$ cat config.mk
export PLATFORM = sky130hd
export DESIGN_NAME = pci_message_doorbell_unit
export DESIGN_NICKNAME = d
export VERILOG_FILES = /design/src/hdl/messaging_block_pkg.sv /design/src/hdl/msg_fifo.sv /design/src/hdl/pci_message_doorbell_unit.sv
export SDC_FILE = /design/constraint.sdc
export NUM_CORES = 2
export LEC_CHECK = 0
export BUFFER_PORTS_ARGS = -buffer_cell sky130_fd_sc_hd__buf_2
export CAP_MARGIN = 40
export CORE_MARGIN = 4
export CORE_UTILIZATION = 47
export DETAILED_ROUTE_END_ITERATION = 6
export SKIP_LAST_GASP = 1
export SYNTH_ARGS = -nofsm -noshare
export SYNTH_HDL_FRONTEND = slang
export SYNTH_HIERARCHICAL = 1
export SYNTH_SLANG_ARGS = --single-unit
$ cat constraint.sdc
create_clock -name ref_clk_in -period 14.4 [get_ports ref_clk_in]
set_input_delay 2.88 -clock ref_clk_in [delete_from_list [all_inputs] [get_ports ref_clk_in]]
set_output_delay 2.88 -clock ref_clk_in [all_outputs]
set_load 0.01 [all_outputs]
$ cat src/hdl/messaging_block_pkg.sv
// package: shared types and constants for the message doorbell unit
package messaging_block_pkg;

    // ************************************************************
    // sizes
    // ************************************************************
    localparam int DATA_W = 32;
    localparam int BE_W = 4;
    localparam int NUM_MSG = 2;
    localparam int NUM_DIR = 2;
    localparam int NUM_Q = 4;
    localparam int Q_DEPTH = 16;
    localparam int IDX_W = 2;

    // ************************************************************
    // direction and side numbering
    // ************************************************************
    // direction 0 carries host to core, direction 1 core to host
    localparam int DIR_IN = 0;
    localparam int DIR_OUT = 1;
    localparam int SIDE_HOST = 0;
    localparam int SIDE_CORE = 1;

    // ************************************************************
    // reset values and codes
    // ************************************************************
    localparam logic [DATA_W-1:0] WORD_RST = 32'h0000_0000;
    localparam logic [BE_W-1:0] BE_FULL = 4'hf;

    // ************************************************************
    // access targets and request carrier
    // ************************************************************
    typedef enum logic [1:0] {
        TGT_DOORBELL,
        TGT_DB_CLEAR,
        TGT_MESSAGE,
        TGT_QUEUE
    } target_t;

    typedef struct packed {
        logic wr;
        logic rd;
        target_t tgt;
        logic [IDX_W-1:0] idx;
        logic [BE_W-1:0] be;
        logic [DATA_W-1:0] data;
    } req_t;

endpackage

$ cat src/hdl/msg_fifo.sv
// file: parameterised word fifo with registered read data
`timescale 1ns/100ps

module msg_fifo #(
    parameter int WIDTH = 32,
    parameter int DEPTH = 16
) (
    input wire logic ref_clk_in,
    input wire logic rst_n_in,
    input wire logic in_valid_in,
    output logic in_ready_out,
    input wire logic [WIDTH-1:0] in_data_in,
    output logic out_valid_out,
    input wire logic out_ready_in,
    output logic [WIDTH-1:0] out_data_out
);

    localparam int AW = $clog2(DEPTH);
    localparam logic [AW:0] FULL_CNT = (AW+1)'(DEPTH);

    logic [WIDTH-1:0] mem_q [DEPTH];
    logic [AW-1:0] wr_ptr_q;
    logic [AW-1:0] rd_ptr_q;
    logic [AW:0] count_q;
    logic push;
    logic pop;

    // ************************************************************
    // flags
    // ************************************************************
    // full and empty come from the count, so they never lie
    assign in_ready_out = (count_q != FULL_CNT);
    assign out_valid_out = (count_q != '0);
    assign push = in_valid_in && in_ready_out;
    assign pop = out_valid_out && out_ready_in;

    // storage write, no reset needed on the array
    always_ff @(posedge ref_clk_in) begin
        if (push) begin
            mem_q[wr_ptr_q] <= in_data_in;
        end
    end

    // pointers and fill level
    always_ff @(posedge ref_clk_in) begin
        if (!rst_n_in) begin
            wr_ptr_q <= '0;
            rd_ptr_q <= '0;
            count_q <= '0;
        end else begin
            if (push) begin
                wr_ptr_q <= wr_ptr_q + 1'b1;
            end
            if (pop) begin
                rd_ptr_q <= rd_ptr_q + 1'b1;
            end
            case ({push, pop})
                2'b10: count_q <= count_q + 1'b1;
                2'b01: count_q <= count_q - 1'b1;
                default: count_q <= count_q;
            endcase
        end
    end

    // popped word appears one cycle after the pop
    always_ff @(posedge ref_clk_in) begin
        if (!rst_n_in) begin
            out_data_out <= '0;
        end else if (pop) begin
            out_data_out <= mem_q[rd_ptr_q];
        end
    end

endmodule

$ cat src/hdl/pci_message_doorbell_unit.sv
// file: doorbell, message register and queue logic of the messaging block
// Behaviour
// - host-set bits of the 32-bit inbound doorbell interrupt the core.
// - core-set bits of the 32-bit outbound doorbell interrupt the host; a write of zeros does not.
// - only host-written ones clear outbound doorbell bits; zeros do nothing.
// - two 32-bit inbound messages interrupt the core on a full host write.
// - two 32-bit outbound messages interrupt the host on a core write.
// - four fifo queues are kept: two inbound, two outbound.
// - inbound queues carry words host to core, outbound queues core to host.
// - both parties reach queues through access ports that move the words.
// - a word arriving in a queue interrupts the party it is meant for.
// - interrupt causes leave as level lines for the interrupt controller.
`timescale 1ns/100ps

module pci_message_doorbell_unit (
    input wire logic ref_clk_in,
    input wire logic rst_n_in,
    input wire messaging_block_pkg::req_t host_req_in,
    input wire messaging_block_pkg::req_t core_req_in,
    output logic [messaging_block_pkg::DATA_W-1:0] host_rdata_out,
    output logic host_rvalid_out,
    output logic host_refused_out,
    output logic [messaging_block_pkg::DATA_W-1:0] core_rdata_out,
    output logic core_rvalid_out,
    output logic core_refused_out,
    output logic host_irq_out,
    output logic core_irq_out
);

    // ************************************************************
    // helpers
    // ************************************************************
    // byte enables widened into a bit mask
    function automatic logic [31:0] lane_mask(input logic [3:0] be);
        lane_mask = {{8{be[3]}}, {8{be[2]}}, {8{be[1]}}, {8{be[0]}}};
    endfunction

    // a write of the given target
    function automatic logic wr_hit(input messaging_block_pkg::req_t r,
                                    input messaging_block_pkg::target_t t);
        wr_hit = r.wr && (r.tgt == t);
    endfunction

    // a read of the given target
    function automatic logic rd_hit(input messaging_block_pkg::req_t r,
                                    input messaging_block_pkg::target_t t);
        rd_hit = r.rd && !r.wr && (r.tgt == t);
    endfunction

    // ************************************************************
    // state
    // ************************************************************
    messaging_block_pkg::req_t req [messaging_block_pkg::NUM_DIR];
    logic [31:0] db_q [messaging_block_pkg::NUM_DIR];
    logic [31:0] msg_q [messaging_block_pkg::NUM_DIR][messaging_block_pkg::NUM_MSG];
    logic unread_q [messaging_block_pkg::NUM_DIR][messaging_block_pkg::NUM_MSG];
    logic [3:0] q_push;
    logic [3:0] q_ready;
    logic [3:0] q_valid;
    logic [3:0] q_pop;
    logic [31:0] q_data [messaging_block_pkg::NUM_Q];
    logic [31:0] q_wdata [messaging_block_pkg::NUM_Q];
    logic rd_p_q [messaging_block_pkg::NUM_DIR];
    logic rd_isq_q [messaging_block_pkg::NUM_DIR];
    logic [1:0] rd_qn_q [messaging_block_pkg::NUM_DIR];
    logic [31:0] rd_val_q [messaging_block_pkg::NUM_DIR];
    logic [31:0] rdata_q [messaging_block_pkg::NUM_DIR];
    logic rvalid_q [messaging_block_pkg::NUM_DIR];
    logic refused_q [messaging_block_pkg::NUM_DIR];
    logic irq_q [messaging_block_pkg::NUM_DIR];

    // side s writes into direction s and reads from the other one
    assign req[messaging_block_pkg::SIDE_HOST] = host_req_in;
    assign req[messaging_block_pkg::SIDE_CORE] = core_req_in;

    // ************************************************************
    // doorbells
    // ************************************************************
    // the writer sets bits, the reader clears by writing ones; a set in
    // the same cycle as a clear wins so no ring is lost
    always_ff @(posedge ref_clk_in) begin
        if (!rst_n_in) begin
            for (int d = 0; d < messaging_block_pkg::NUM_DIR; d++) begin
                db_q[d] <= messaging_block_pkg::WORD_RST;
            end
        end else begin
            for (int d = 0; d < messaging_block_pkg::NUM_DIR; d++) begin
                db_q[d] <= (db_q[d] & ~((wr_hit(req[1-d],
                                messaging_block_pkg::TGT_DB_CLEAR)
                                ? req[1-d].data & lane_mask(req[1-d].be)
                                : 32'h0000_0000)))
                         | (wr_hit(req[d], messaging_block_pkg::TGT_DOORBELL)
                                ? req[d].data & lane_mask(req[d].be)
                                : 32'h0000_0000);
            end
        end
    end

    // ************************************************************
    // message registers
    // ************************************************************
    // stored by byte lane; only a whole-word write marks a host message
    // unread, while any core write does (outbound has no width test)
    always_ff @(posedge ref_clk_in) begin
        if (!rst_n_in) begin
            for (int d = 0; d < messaging_block_pkg::NUM_DIR; d++) begin
                for (int i = 0; i < messaging_block_pkg::NUM_MSG; i++) begin
                    msg_q[d][i] <= messaging_block_pkg::WORD_RST;
                    unread_q[d][i] <= 1'b0;
                end
            end
        end else begin
            for (int d = 0; d < messaging_block_pkg::NUM_DIR; d++) begin
                for (int i = 0; i < messaging_block_pkg::NUM_MSG; i++) begin
                    if (wr_hit(req[d], messaging_block_pkg::TGT_MESSAGE)
                        && req[d].idx == 2'(i)) begin
                        msg_q[d][i] <= (msg_q[d][i] & ~lane_mask(req[d].be))
                            | (req[d].data & lane_mask(req[d].be));
                    end
                    if (wr_hit(req[d], messaging_block_pkg::TGT_MESSAGE)
                        && req[d].idx == 2'(i)
                        && (d == messaging_block_pkg::DIR_OUT
                            || req[d].be == messaging_block_pkg::BE_FULL))
                    begin
                        unread_q[d][i] <= 1'b1;
                    end else if (rd_hit(req[1-d],
                                        messaging_block_pkg::TGT_MESSAGE)
                                 && req[1-d].idx == 2'(i)) begin
                        unread_q[d][i] <= 1'b0;
                    end
                end
            end
        end
    end

    // ************************************************************
    // queues
    // ************************************************************
    // queues 0 and 1 are filled by the host, 2 and 3 by the core; a push
    // into a full queue is refused rather than stalling the bus side
    always_comb begin
        for (int q = 0; q < messaging_block_pkg::NUM_Q; q++) begin
            q_push[q] = wr_hit(req[q/2], messaging_block_pkg::TGT_QUEUE)
                        && req[q/2].idx == 2'(q);
            q_pop[q] = rd_hit(req[1-q/2], messaging_block_pkg::TGT_QUEUE)
                       && req[1-q/2].idx == 2'(q) && q_valid[q];
            q_wdata[q] = req[q/2].data;
        end
    end

    for (genvar g = 0; g < messaging_block_pkg::NUM_Q; g++) begin : g_queue
        msg_fifo #(
            .WIDTH(messaging_block_pkg::DATA_W),
            .DEPTH(messaging_block_pkg::Q_DEPTH)
        ) u_queue (
            .ref_clk_in(ref_clk_in),
            .rst_n_in(rst_n_in),
            .in_valid_in(q_push[g]),
            .in_ready_out(q_ready[g]),
            .in_data_in(q_wdata[g]),
            .out_valid_out(q_valid[g]),
            .out_ready_in(q_pop[g]),
            .out_data_out(q_data[g])
        );
    end

    // ************************************************************
    // read path and refusals
    // ************************************************************
    // stage one snapshots the register value or pops the queue, stage two
    // presents the word; a two-cycle answer keeps every read alike
    always_ff @(posedge ref_clk_in) begin
        if (!rst_n_in) begin
            for (int s = 0; s < messaging_block_pkg::NUM_DIR; s++) begin
                rd_p_q[s] <= 1'b0;
                rd_isq_q[s] <= 1'b0;
                rd_qn_q[s] <= 2'h0;
                rd_val_q[s] <= messaging_block_pkg::WORD_RST;
            end
        end else begin
            for (int s = 0; s < messaging_block_pkg::NUM_DIR; s++) begin
                rd_p_q[s] <= req[s].rd && !req[s].wr;
                rd_qn_q[s] <= req[s].idx;
                rd_isq_q[s] <= rd_hit(req[s], messaging_block_pkg::TGT_QUEUE)
                               && q_pop[req[s].idx];
                case (req[s].tgt)
                    messaging_block_pkg::TGT_DOORBELL:
                        rd_val_q[s] <= db_q[1-s];
                    messaging_block_pkg::TGT_DB_CLEAR:
                        rd_val_q[s] <= db_q[1-s];
                    messaging_block_pkg::TGT_MESSAGE:
                        rd_val_q[s] <= msg_q[1-s][req[s].idx[0]];
                    default:
                        rd_val_q[s] <= 32'h0000_0000;
                endcase
            end
        end
    end

    // answer stage; empty queue reads return zero, as do wrong-way ones unless the other side pops that queue in the same cycle
    always_ff @(posedge ref_clk_in) begin
        if (!rst_n_in) begin
            for (int s = 0; s < messaging_block_pkg::NUM_DIR; s++) begin
                rdata_q[s] <= messaging_block_pkg::WORD_RST;
                rvalid_q[s] <= 1'b0;
                refused_q[s] <= 1'b0;
            end
        end else begin
            for (int s = 0; s < messaging_block_pkg::NUM_DIR; s++) begin
                rvalid_q[s] <= rd_p_q[s];
                if (rd_p_q[s]) begin
                    rdata_q[s] <= rd_isq_q[s] ? q_data[rd_qn_q[s]]
                                              : rd_val_q[s];
                end
                refused_q[s] <= wr_hit(req[s], messaging_block_pkg::TGT_QUEUE)
                    && (req[s].idx[1] != 1'(s) || !q_ready[req[s].idx]);
            end
        end
    end

    // ************************************************************
    // interrupts
    // ************************************************************
    // level lines for the interrupt controller, one per receiving party
    always_ff @(posedge ref_clk_in) begin
        if (!rst_n_in) begin
            for (int d = 0; d < messaging_block_pkg::NUM_DIR; d++) begin
                irq_q[d] <= 1'b0;
            end
        end else begin
            for (int d = 0; d < messaging_block_pkg::NUM_DIR; d++) begin
                irq_q[d] <= (|db_q[d]) || unread_q[d][0] || unread_q[d][1]
                    || q_valid[2*d] || q_valid[2*d+1];
            end
        end
    end

    // ************************************************************
    // outputs
    // ************************************************************
    assign host_rdata_out = rdata_q[messaging_block_pkg::SIDE_HOST];
    assign host_rvalid_out = rvalid_q[messaging_block_pkg::SIDE_HOST];
    assign host_refused_out = refused_q[messaging_block_pkg::SIDE_HOST];
    assign core_rdata_out = rdata_q[messaging_block_pkg::SIDE_CORE];
    assign core_rvalid_out = rvalid_q[messaging_block_pkg::SIDE_CORE];
    assign core_refused_out = refused_q[messaging_block_pkg::SIDE_CORE];
    assign host_irq_out = irq_q[messaging_block_pkg::DIR_OUT];
    assign core_irq_out = irq_q[messaging_block_pkg::DIR_IN];

endmodule

======== Word-level counts from Yosys, hierarchy flattened ========
Memories as Yosys holds them, arrays and structs flattened. A register that Yosys moved wholly into a read port is not among the register bits.
Cells that the tools add are included.
storage, ports and cells
  register bits after elaboration ......... 52
  RAM bits ................................ 2386
  output and inout port bits .............. 70
  logic and storage cells ................. 355
  memories ................................ 15
memory list
  name                      words  bits a word  read ports  clocked after Yosys merged registers in  wr ports  line                             source
  g_queue[0].u_queue.mem_q  16     32           1           1                                        1         msg_fifo.sv:21                   logic [WIDTH-1:0] mem_q [DEPTH];
  g_queue[1].u_queue.mem_q  16     32           1           1                                        1         msg_fifo.sv:21
  g_queue[2].u_queue.mem_q  16     32           1           1                                        1         msg_fifo.sv:21
  g_queue[3].u_queue.mem_q  16     32           1           1                                        1         msg_fifo.sv:21
  msg_q                     2      64           2           0                                        2         pci_message_doorbell_unit.sv:55  logic [31:0] msg_q [messaging_block_pkg::NUM_DIR][messaging_block_pkg::NUM_MSG];
  db_q                      2      32           2           0                                        2         pci_message_doorbell_unit.sv:54  logic [31:0] db_q [messaging_block_pkg::NUM_DIR];
  9 more memories           n/a    n/a          n/a         n/a                                      n/a       n/a
operators by class
  $add $sub $neg .......................... 16
  $lt $le $gt $ge ......................... 6
  equal/unequal tests ..................... 25
  multiplexer cells ....................... 140
  bitwise operators ....................... 59
  reductions and logical operators ........ 82
operators by type and width
  cell                                                       count
  two-way mux 32 bit                                         32
  AND 32 bit                                                 8
  OR 32 bit                                                  6
  binary-select mux 32 bit (select 2 bit)                    2
  inverter 32 bit                                            4
  two-way mux 1 bit                                          96
  OR reduction 32 bit                                        2
  logical AND 1 bit                                          48
  one-hot mux 5 bit (2 select lines)                         4
  OR 1 bit                                                   36
  adder 4 x 1 -> 4 bit (second input constant)               8
  equality test 2 bit (second input constant)                12
  adder 5 x 1 -> 5 bit (second input constant)               4
  inequality test 5 bit (second input constant)              4
  nonzero test 5 bit                                         4
  subtractor 5 x 1 -> 5 bit (second input constant)          4
  equality test 2 x 1 -> 1 bit (second input constant)       8
  logical OR 1 bit                                           10
  binary-select mux 1 bit (select 2 bit)                     4
  zero test 1 bit                                            8
  zero test 2 bit                                            4
  nonzero test 2 bit                                         4
  greater-or-equal comparator 3 bit (second input constant)  2
  < comparator 2 x 3 -> 1 bit (second input constant)        2
  7 further kinds                                            12

======== Logic depth before layout (Yosys ltp) ========
  depth after elaboration ................. 9
  depth in mapped cells ................... 14

======== Hierarchy ========
Netlist, hierarchy kept.
modules (own cells, without submodules)
  module                             instances  cells each  area an instance (µm²)  seq. area each (µm²)
  msg_fifo (g_queue[0].u_queue ...)  3          956         21443.1                 16275.6
  msg_fifo (g_queue[3].u_queue)      1          958         21181.6                 16275.6
  pci_message_doorbell_unit          1          1497        16970.0                 9339.0

======== Worst setup path after synthesis ========
Ideal clock, no wire load.
  path type ............................... in2reg
  from .................................... in core_req_in[36] (netlist bit)
  to ...................................... mem g_queue[3].u_queue.mem_q[0][0] (enable)
  setup time .............................. 0.461 ns
  arrival ................................. 6.483 ns
  data required time ...................... 13.939 ns
  setup slack ............................. 7.456 ns
  cell stages on the path ................. 7
  path buffers ............................ 3
  cell sequence ........................... buf_2 -> buf_2 -> buf_2 -> and3_1 -> a21boi_1 -> nand2_1 -> nor3_1
between the ends
  word-level cells in the longest chain between the ends .. 5
RTL lines
  item                                     line                              source
  from (decl)                              pci_message_doorbell_unit.sv:19   input wire messaging_block_pkg::req_t core_req_in,
  equality test 2 bit                      pci_message_doorbell_unit.sv:144  && req[q/2].idx == 2'(q);
  logical AND 1 bit                        pci_message_doorbell_unit.sv:144
  named net q_push[3]                      pci_message_doorbell_unit.sv:57   logic [3:0] q_push;
  logical AND 1 bit                        msg_fifo.sv:34                    assign push = in_valid_in && in_ready_out;
  two-way mux 1 bit                        msg_fifo.sv:39                    if (push) begin
  two-way mux 1 bit (not written as such)  msg_fifo.sv:40                    mem_q[wr_ptr_q] <= in_data_in;
  to (decl)                                msg_fifo.sv:21
The timed path passes the listed nets, and every way through them passes these cells.

======== Worst setup path in the final report ========
  from .................................... in host_req_in[36] (netlist bit)
  to ...................................... mem g_queue[0].u_queue.mem_q[2][17] (enable)
between the ends
  word-level cells in the longest chain between the ends .. 5
RTL lines
  item                                     line                              source
  from (decl)                              pci_message_doorbell_unit.sv:18   input wire messaging_block_pkg::req_t host_req_in,
  zero test 2 bit                          pci_message_doorbell_unit.sv:144
  logical AND 1 bit                        pci_message_doorbell_unit.sv:144
  named net q_push[0]                      pci_message_doorbell_unit.sv:57
  logical AND 1 bit                        msg_fifo.sv:34
  two-way mux 1 bit                        msg_fifo.sv:39
  two-way mux 1 bit (not written as such)  msg_fifo.sv:40
  to (decl)                                msg_fifo.sv:21
The timed path passes the listed nets, and every way through them passes these cells.

==> summary.md <==
| Metric | Value |
|---|---|
| Status | complete, no violations |
| Maxcap violations | 0 |
| Required time of the critical path | around 15 ns |
| Layout Skew | between 0.04 and 0.05 ns |
| Fin Setup TNS | 0 ns |
| Post-synthesis mux area share | between 10% and 20% |
| Post-Synth XOR/XNOR Area | 0.299% |
| DP Area | between 0.1 and 0.15 mm² |
| Final Wtd Congestion | roughly 0.86 |
| Die W | ~470 µm |
| Vias per cell | ~6 |
| Number of gates resized after cts | 0 |
| Hold Crit Class | flop to flop |
| Initial antenna violation count | 18 |
| Synth cell types | 64 |
| Layout Cells excl Fill | roughly 9k |
| Post-layout instance area | approximately 0.12 mm² |
| I/O pin total | between 150 and 200 |
| Worst vdd ir | around 140 µV |
| Pwr dens | approximately 130 mW/mm² |
| Final Core Density | between 50% and 60% |
| Total grt overflow | 0 |
| Fin crit share | roughly 40% |
| CTS tree | done |
| CORE AREA | 0.217 mm² |
| Most common flop cell mapped by yosys | edfxtp_1 |
| Sink Count | 2566 |
| Clock buffer depth | 4 |
| Area growth from synthesis to layout | 13.8% |
| Final Critical Period | roughly 5.7 ns |
| Setup bufs post-CTS | 0 |
| # DRC | 0 |
| Hold Vio Cnt, Final | 0 |
| Fin. max-slew vios | 0 |
| 1st-iter DRT viols | 4749 |
| Wire per inst | around 30 µm |
| DP Cell Count | 8255 |
| Leakage Power | roughly 0.037 µW |
| Total GRT Usage | a little under a quarter |
| NumNets Final | 5818 |
| Vias in the first global route | around 53k |
| Synth Area in Simple Gates | 3.75% |
| Htree depth | 5 |
| CTS Hold Buffers Added | 0 |
| Yosys reg bits | 2566 |
| Clock-pin transition on the worst setup and hold timing paths | about 0.060 ns |
| EDFF count, synth | 2305 |
| Total Routed Length | 258000 µm |
| TritonRoute pass-1 iters | 6 |
| Critical path type | input pin to flop |
| Worst-path fanout max | 45 |
| Largest family of logic cells by synthesized area | multiplexers |
| First-pass GRT wire length | ~380000 µm |
| Largest net degree at the start of global routing | 94 |
| Initial core utilization | 47.2% |
| Seq/Total Area, Yosys | 72.6% |
| Fmax | ~180 MHz |
| Startpoint types | input pin |
| PortBufs | around 160 |
| Setup Viol. Count Final | 0 |
| Worst EP arrival | roughly 6.3 ns |
| FFs w/ async S/R, synth | 0% |
| Site row count | between 150 and 200 |
| Post-Syn Area per Cell | about 19 µm² |
| CP Capture Type | flop |
| Post-synthesis adder-cell area fraction | less than 1% |
| Cells after synthesis | roughly 5.3k |
| Clk_lat worst skew | between 0.9 and 1 ns |
| Synthesized area | slightly above 0.1 mm² |
| Root Driver | clkbuf_16 |
| ANT nets after route | 0 |
| Die height | roughly 470 µm |
| R2R Setup Slk | approximately 11 ns |
| Synth warn | 6 |
| DR vias | around 52k |
| Synth Area in Compound Gates | about 4% |
| Num CTS Buffers | roughly 290 |
| Die Area | roughly 0.23 mm² |
| Worst rel slew slack | approximately 32% |
| RSZ-0062 raised after global routing | false |
| Dpl hpwl | about 160000 µm |
| Share of layout cells above drive strength 1 | between 20 and 30% |
| Least-Margin Pin Slew | just over 1 ns |
==> final cells by class <==
cell class | instances | area [µm²]
sequential | 2566 | 74500
clock buffer | 395 | 8100
clock inverter | 102 | 1000
antenna | 5 | 12.5
tap | 2854 | 3570
timing repair buffer | 339 | 2410
inverter | 32 | 121
fill | 16900 | 100000
multi-input combinational | 2464 | 26900
==> state kept, by name, indices dropped and copies added (netlist names), 20 cells and up <==
signal	count
msg_q	128
g_queue.u_queue/mem_q	2048
rdata_q	64
rd_val_q	64
db_q	64
g_queue.u_queue/out_data_out	128
g_queue.u_queue/count_q	20
==> power breakdown <==
group	leakage, µW	internal, µW	switching [µW]
sequential	0.0232	8150	27.0
combinational	0.00886	82.3	276
clock	0.00448	4280	2840
total	0.0365	12500	3140
==> logic make-up (layout without fill, tap and decap cells) <==
group | after synthesis | count (layout)
other | 1 | 69
buffers and inverters | 356 | 868
AND/OR/NAND/NOR | 746 | 746
flip-flops | 2566 | 2566
AO/OA/AOI/OAI | 605 | 605
multiplexers | 974 | 974
adder cells (fa/ha/maj) | 40 | 40
XOR/XNOR | 35 | 35
==> path summary, 6_finish.rpt <==
check / end / cells past startpoint / from
setup / recovery: g_queue[0].u_queue/mem_q[2][17] / 8 / host_req_in[36]
hold / removal: db_q[0][32] / 2 / db_q[0][32]
setup reg to reg: g_queue[3].u_queue/count_q[4] / 13 / g_queue[3].u_queue/count_q[0]
hold reg to reg: db_q[0][32] / 2 / db_q[0][32]
==> critical path, stage by stage <==
cell and delay (ns):
buf_2 0.10, buf_4 0.30, nor3b_1 0.50, and2_1 0.30
a21boi_2 0.49, nand2_1 0.34, nor3_2 0.69, buf_4 0.55
==> cells in the final DEF, fill, tap and decap left out, types with 25 or more instances in the layout <==
| cell type | Yosys | layout |
|---|---|---|
| buf_2 | 89 | 154 |
| clkbuf_1 | 148 | 70 |
| mux2_4 | 81 | 81 |
| buf_4 | 29 | 170 |
| nand2_1 | 158 | 158 |
| nand2b_1 | 142 | 140 |
| a21oi_1 | 236 | 236 |
| mux4_2 | 573 | 573 |
| nor2b_1 | 48 | 43 |
| o21ai_1 | 96 | 96 |
| nor2_4 | 0 | 49 |
| clkinv_2 | 0 | 45 |
| mux2_2 | 46 | 46 |
| conb_1 | 1 | 64 |
| ha_1 | 36 | 36 |
| edfxtp_1 | 2305 | 2305 |
| nor2_1 | 156 | 107 |
| clkinv_1 | 0 | 29 |
| clkbuf_8 | 0 | 26 |
| inv_1 | 30 | 30 |
| a22oi_2 | 90 | 90 |
| clkbuf_16 | 0 | 299 |
| dfxtp_1 | 261 | 243 |
| nand3_1 | 111 | 111 |
| o21ai_0 | 111 | 110 |
| xnor2_1 | 25 | 25 |
| mux2i_1 | 271 | 271 |
| and2_1 | 43 | 43 |
==> synth_stat cells (all sizes together) (9+ instances only) <==
library cell | instances | area [µm²]
o21ai | 208 | 1050
inv | 32 | 120
a22oi | 96 | 1170
buf | 176 | 1200
edfxtp | 2305 | 69200
mux2i | 271 | 2710
a21oi | 236 | 1180
nor4 | 22 | 183
ha | 36 | 450
mux2 | 127 | 1730
and2 | 44 | 275
xnor2 | 25 | 219
nand3 | 112 | 566
and3 | 12 | 75.1
a21boi | 9 | 90.1
mux4 | 576 | 13000
nor3 | 17 | 85.1
clkbuf | 148 | 556
nand4 | 9 | 56.3
xor2 | 10 | 87.6
nor2b | 48 | 300
o221ai | 32 | 343
dfxtp | 261 | 5230
nor2 | 156 | 586
nand2 | 158 | 593
nand2b | 142 | 888
==> per-layer routing <==
layer	global-route usage (%)	part of all wire [%]
met5	0	0
met4	8.82	4.1
met3	3.67	5.9
met2	37.9	49
met1	31.0	41
==> per-stage QoR <==
stage	power (µW)	hold WS (ns)	worst slack [ns]
final	15600	0.490	8.69
after global routing	16100	0.512	8.45
after CTS	15800	0.489	8.67
after detailed placement	8690	0.480	7.68
after global placement	8680	0.475	7.69
after floorplan	8460	0.442	7.46
No activity file was read; power rests on OpenSTA's default activity.
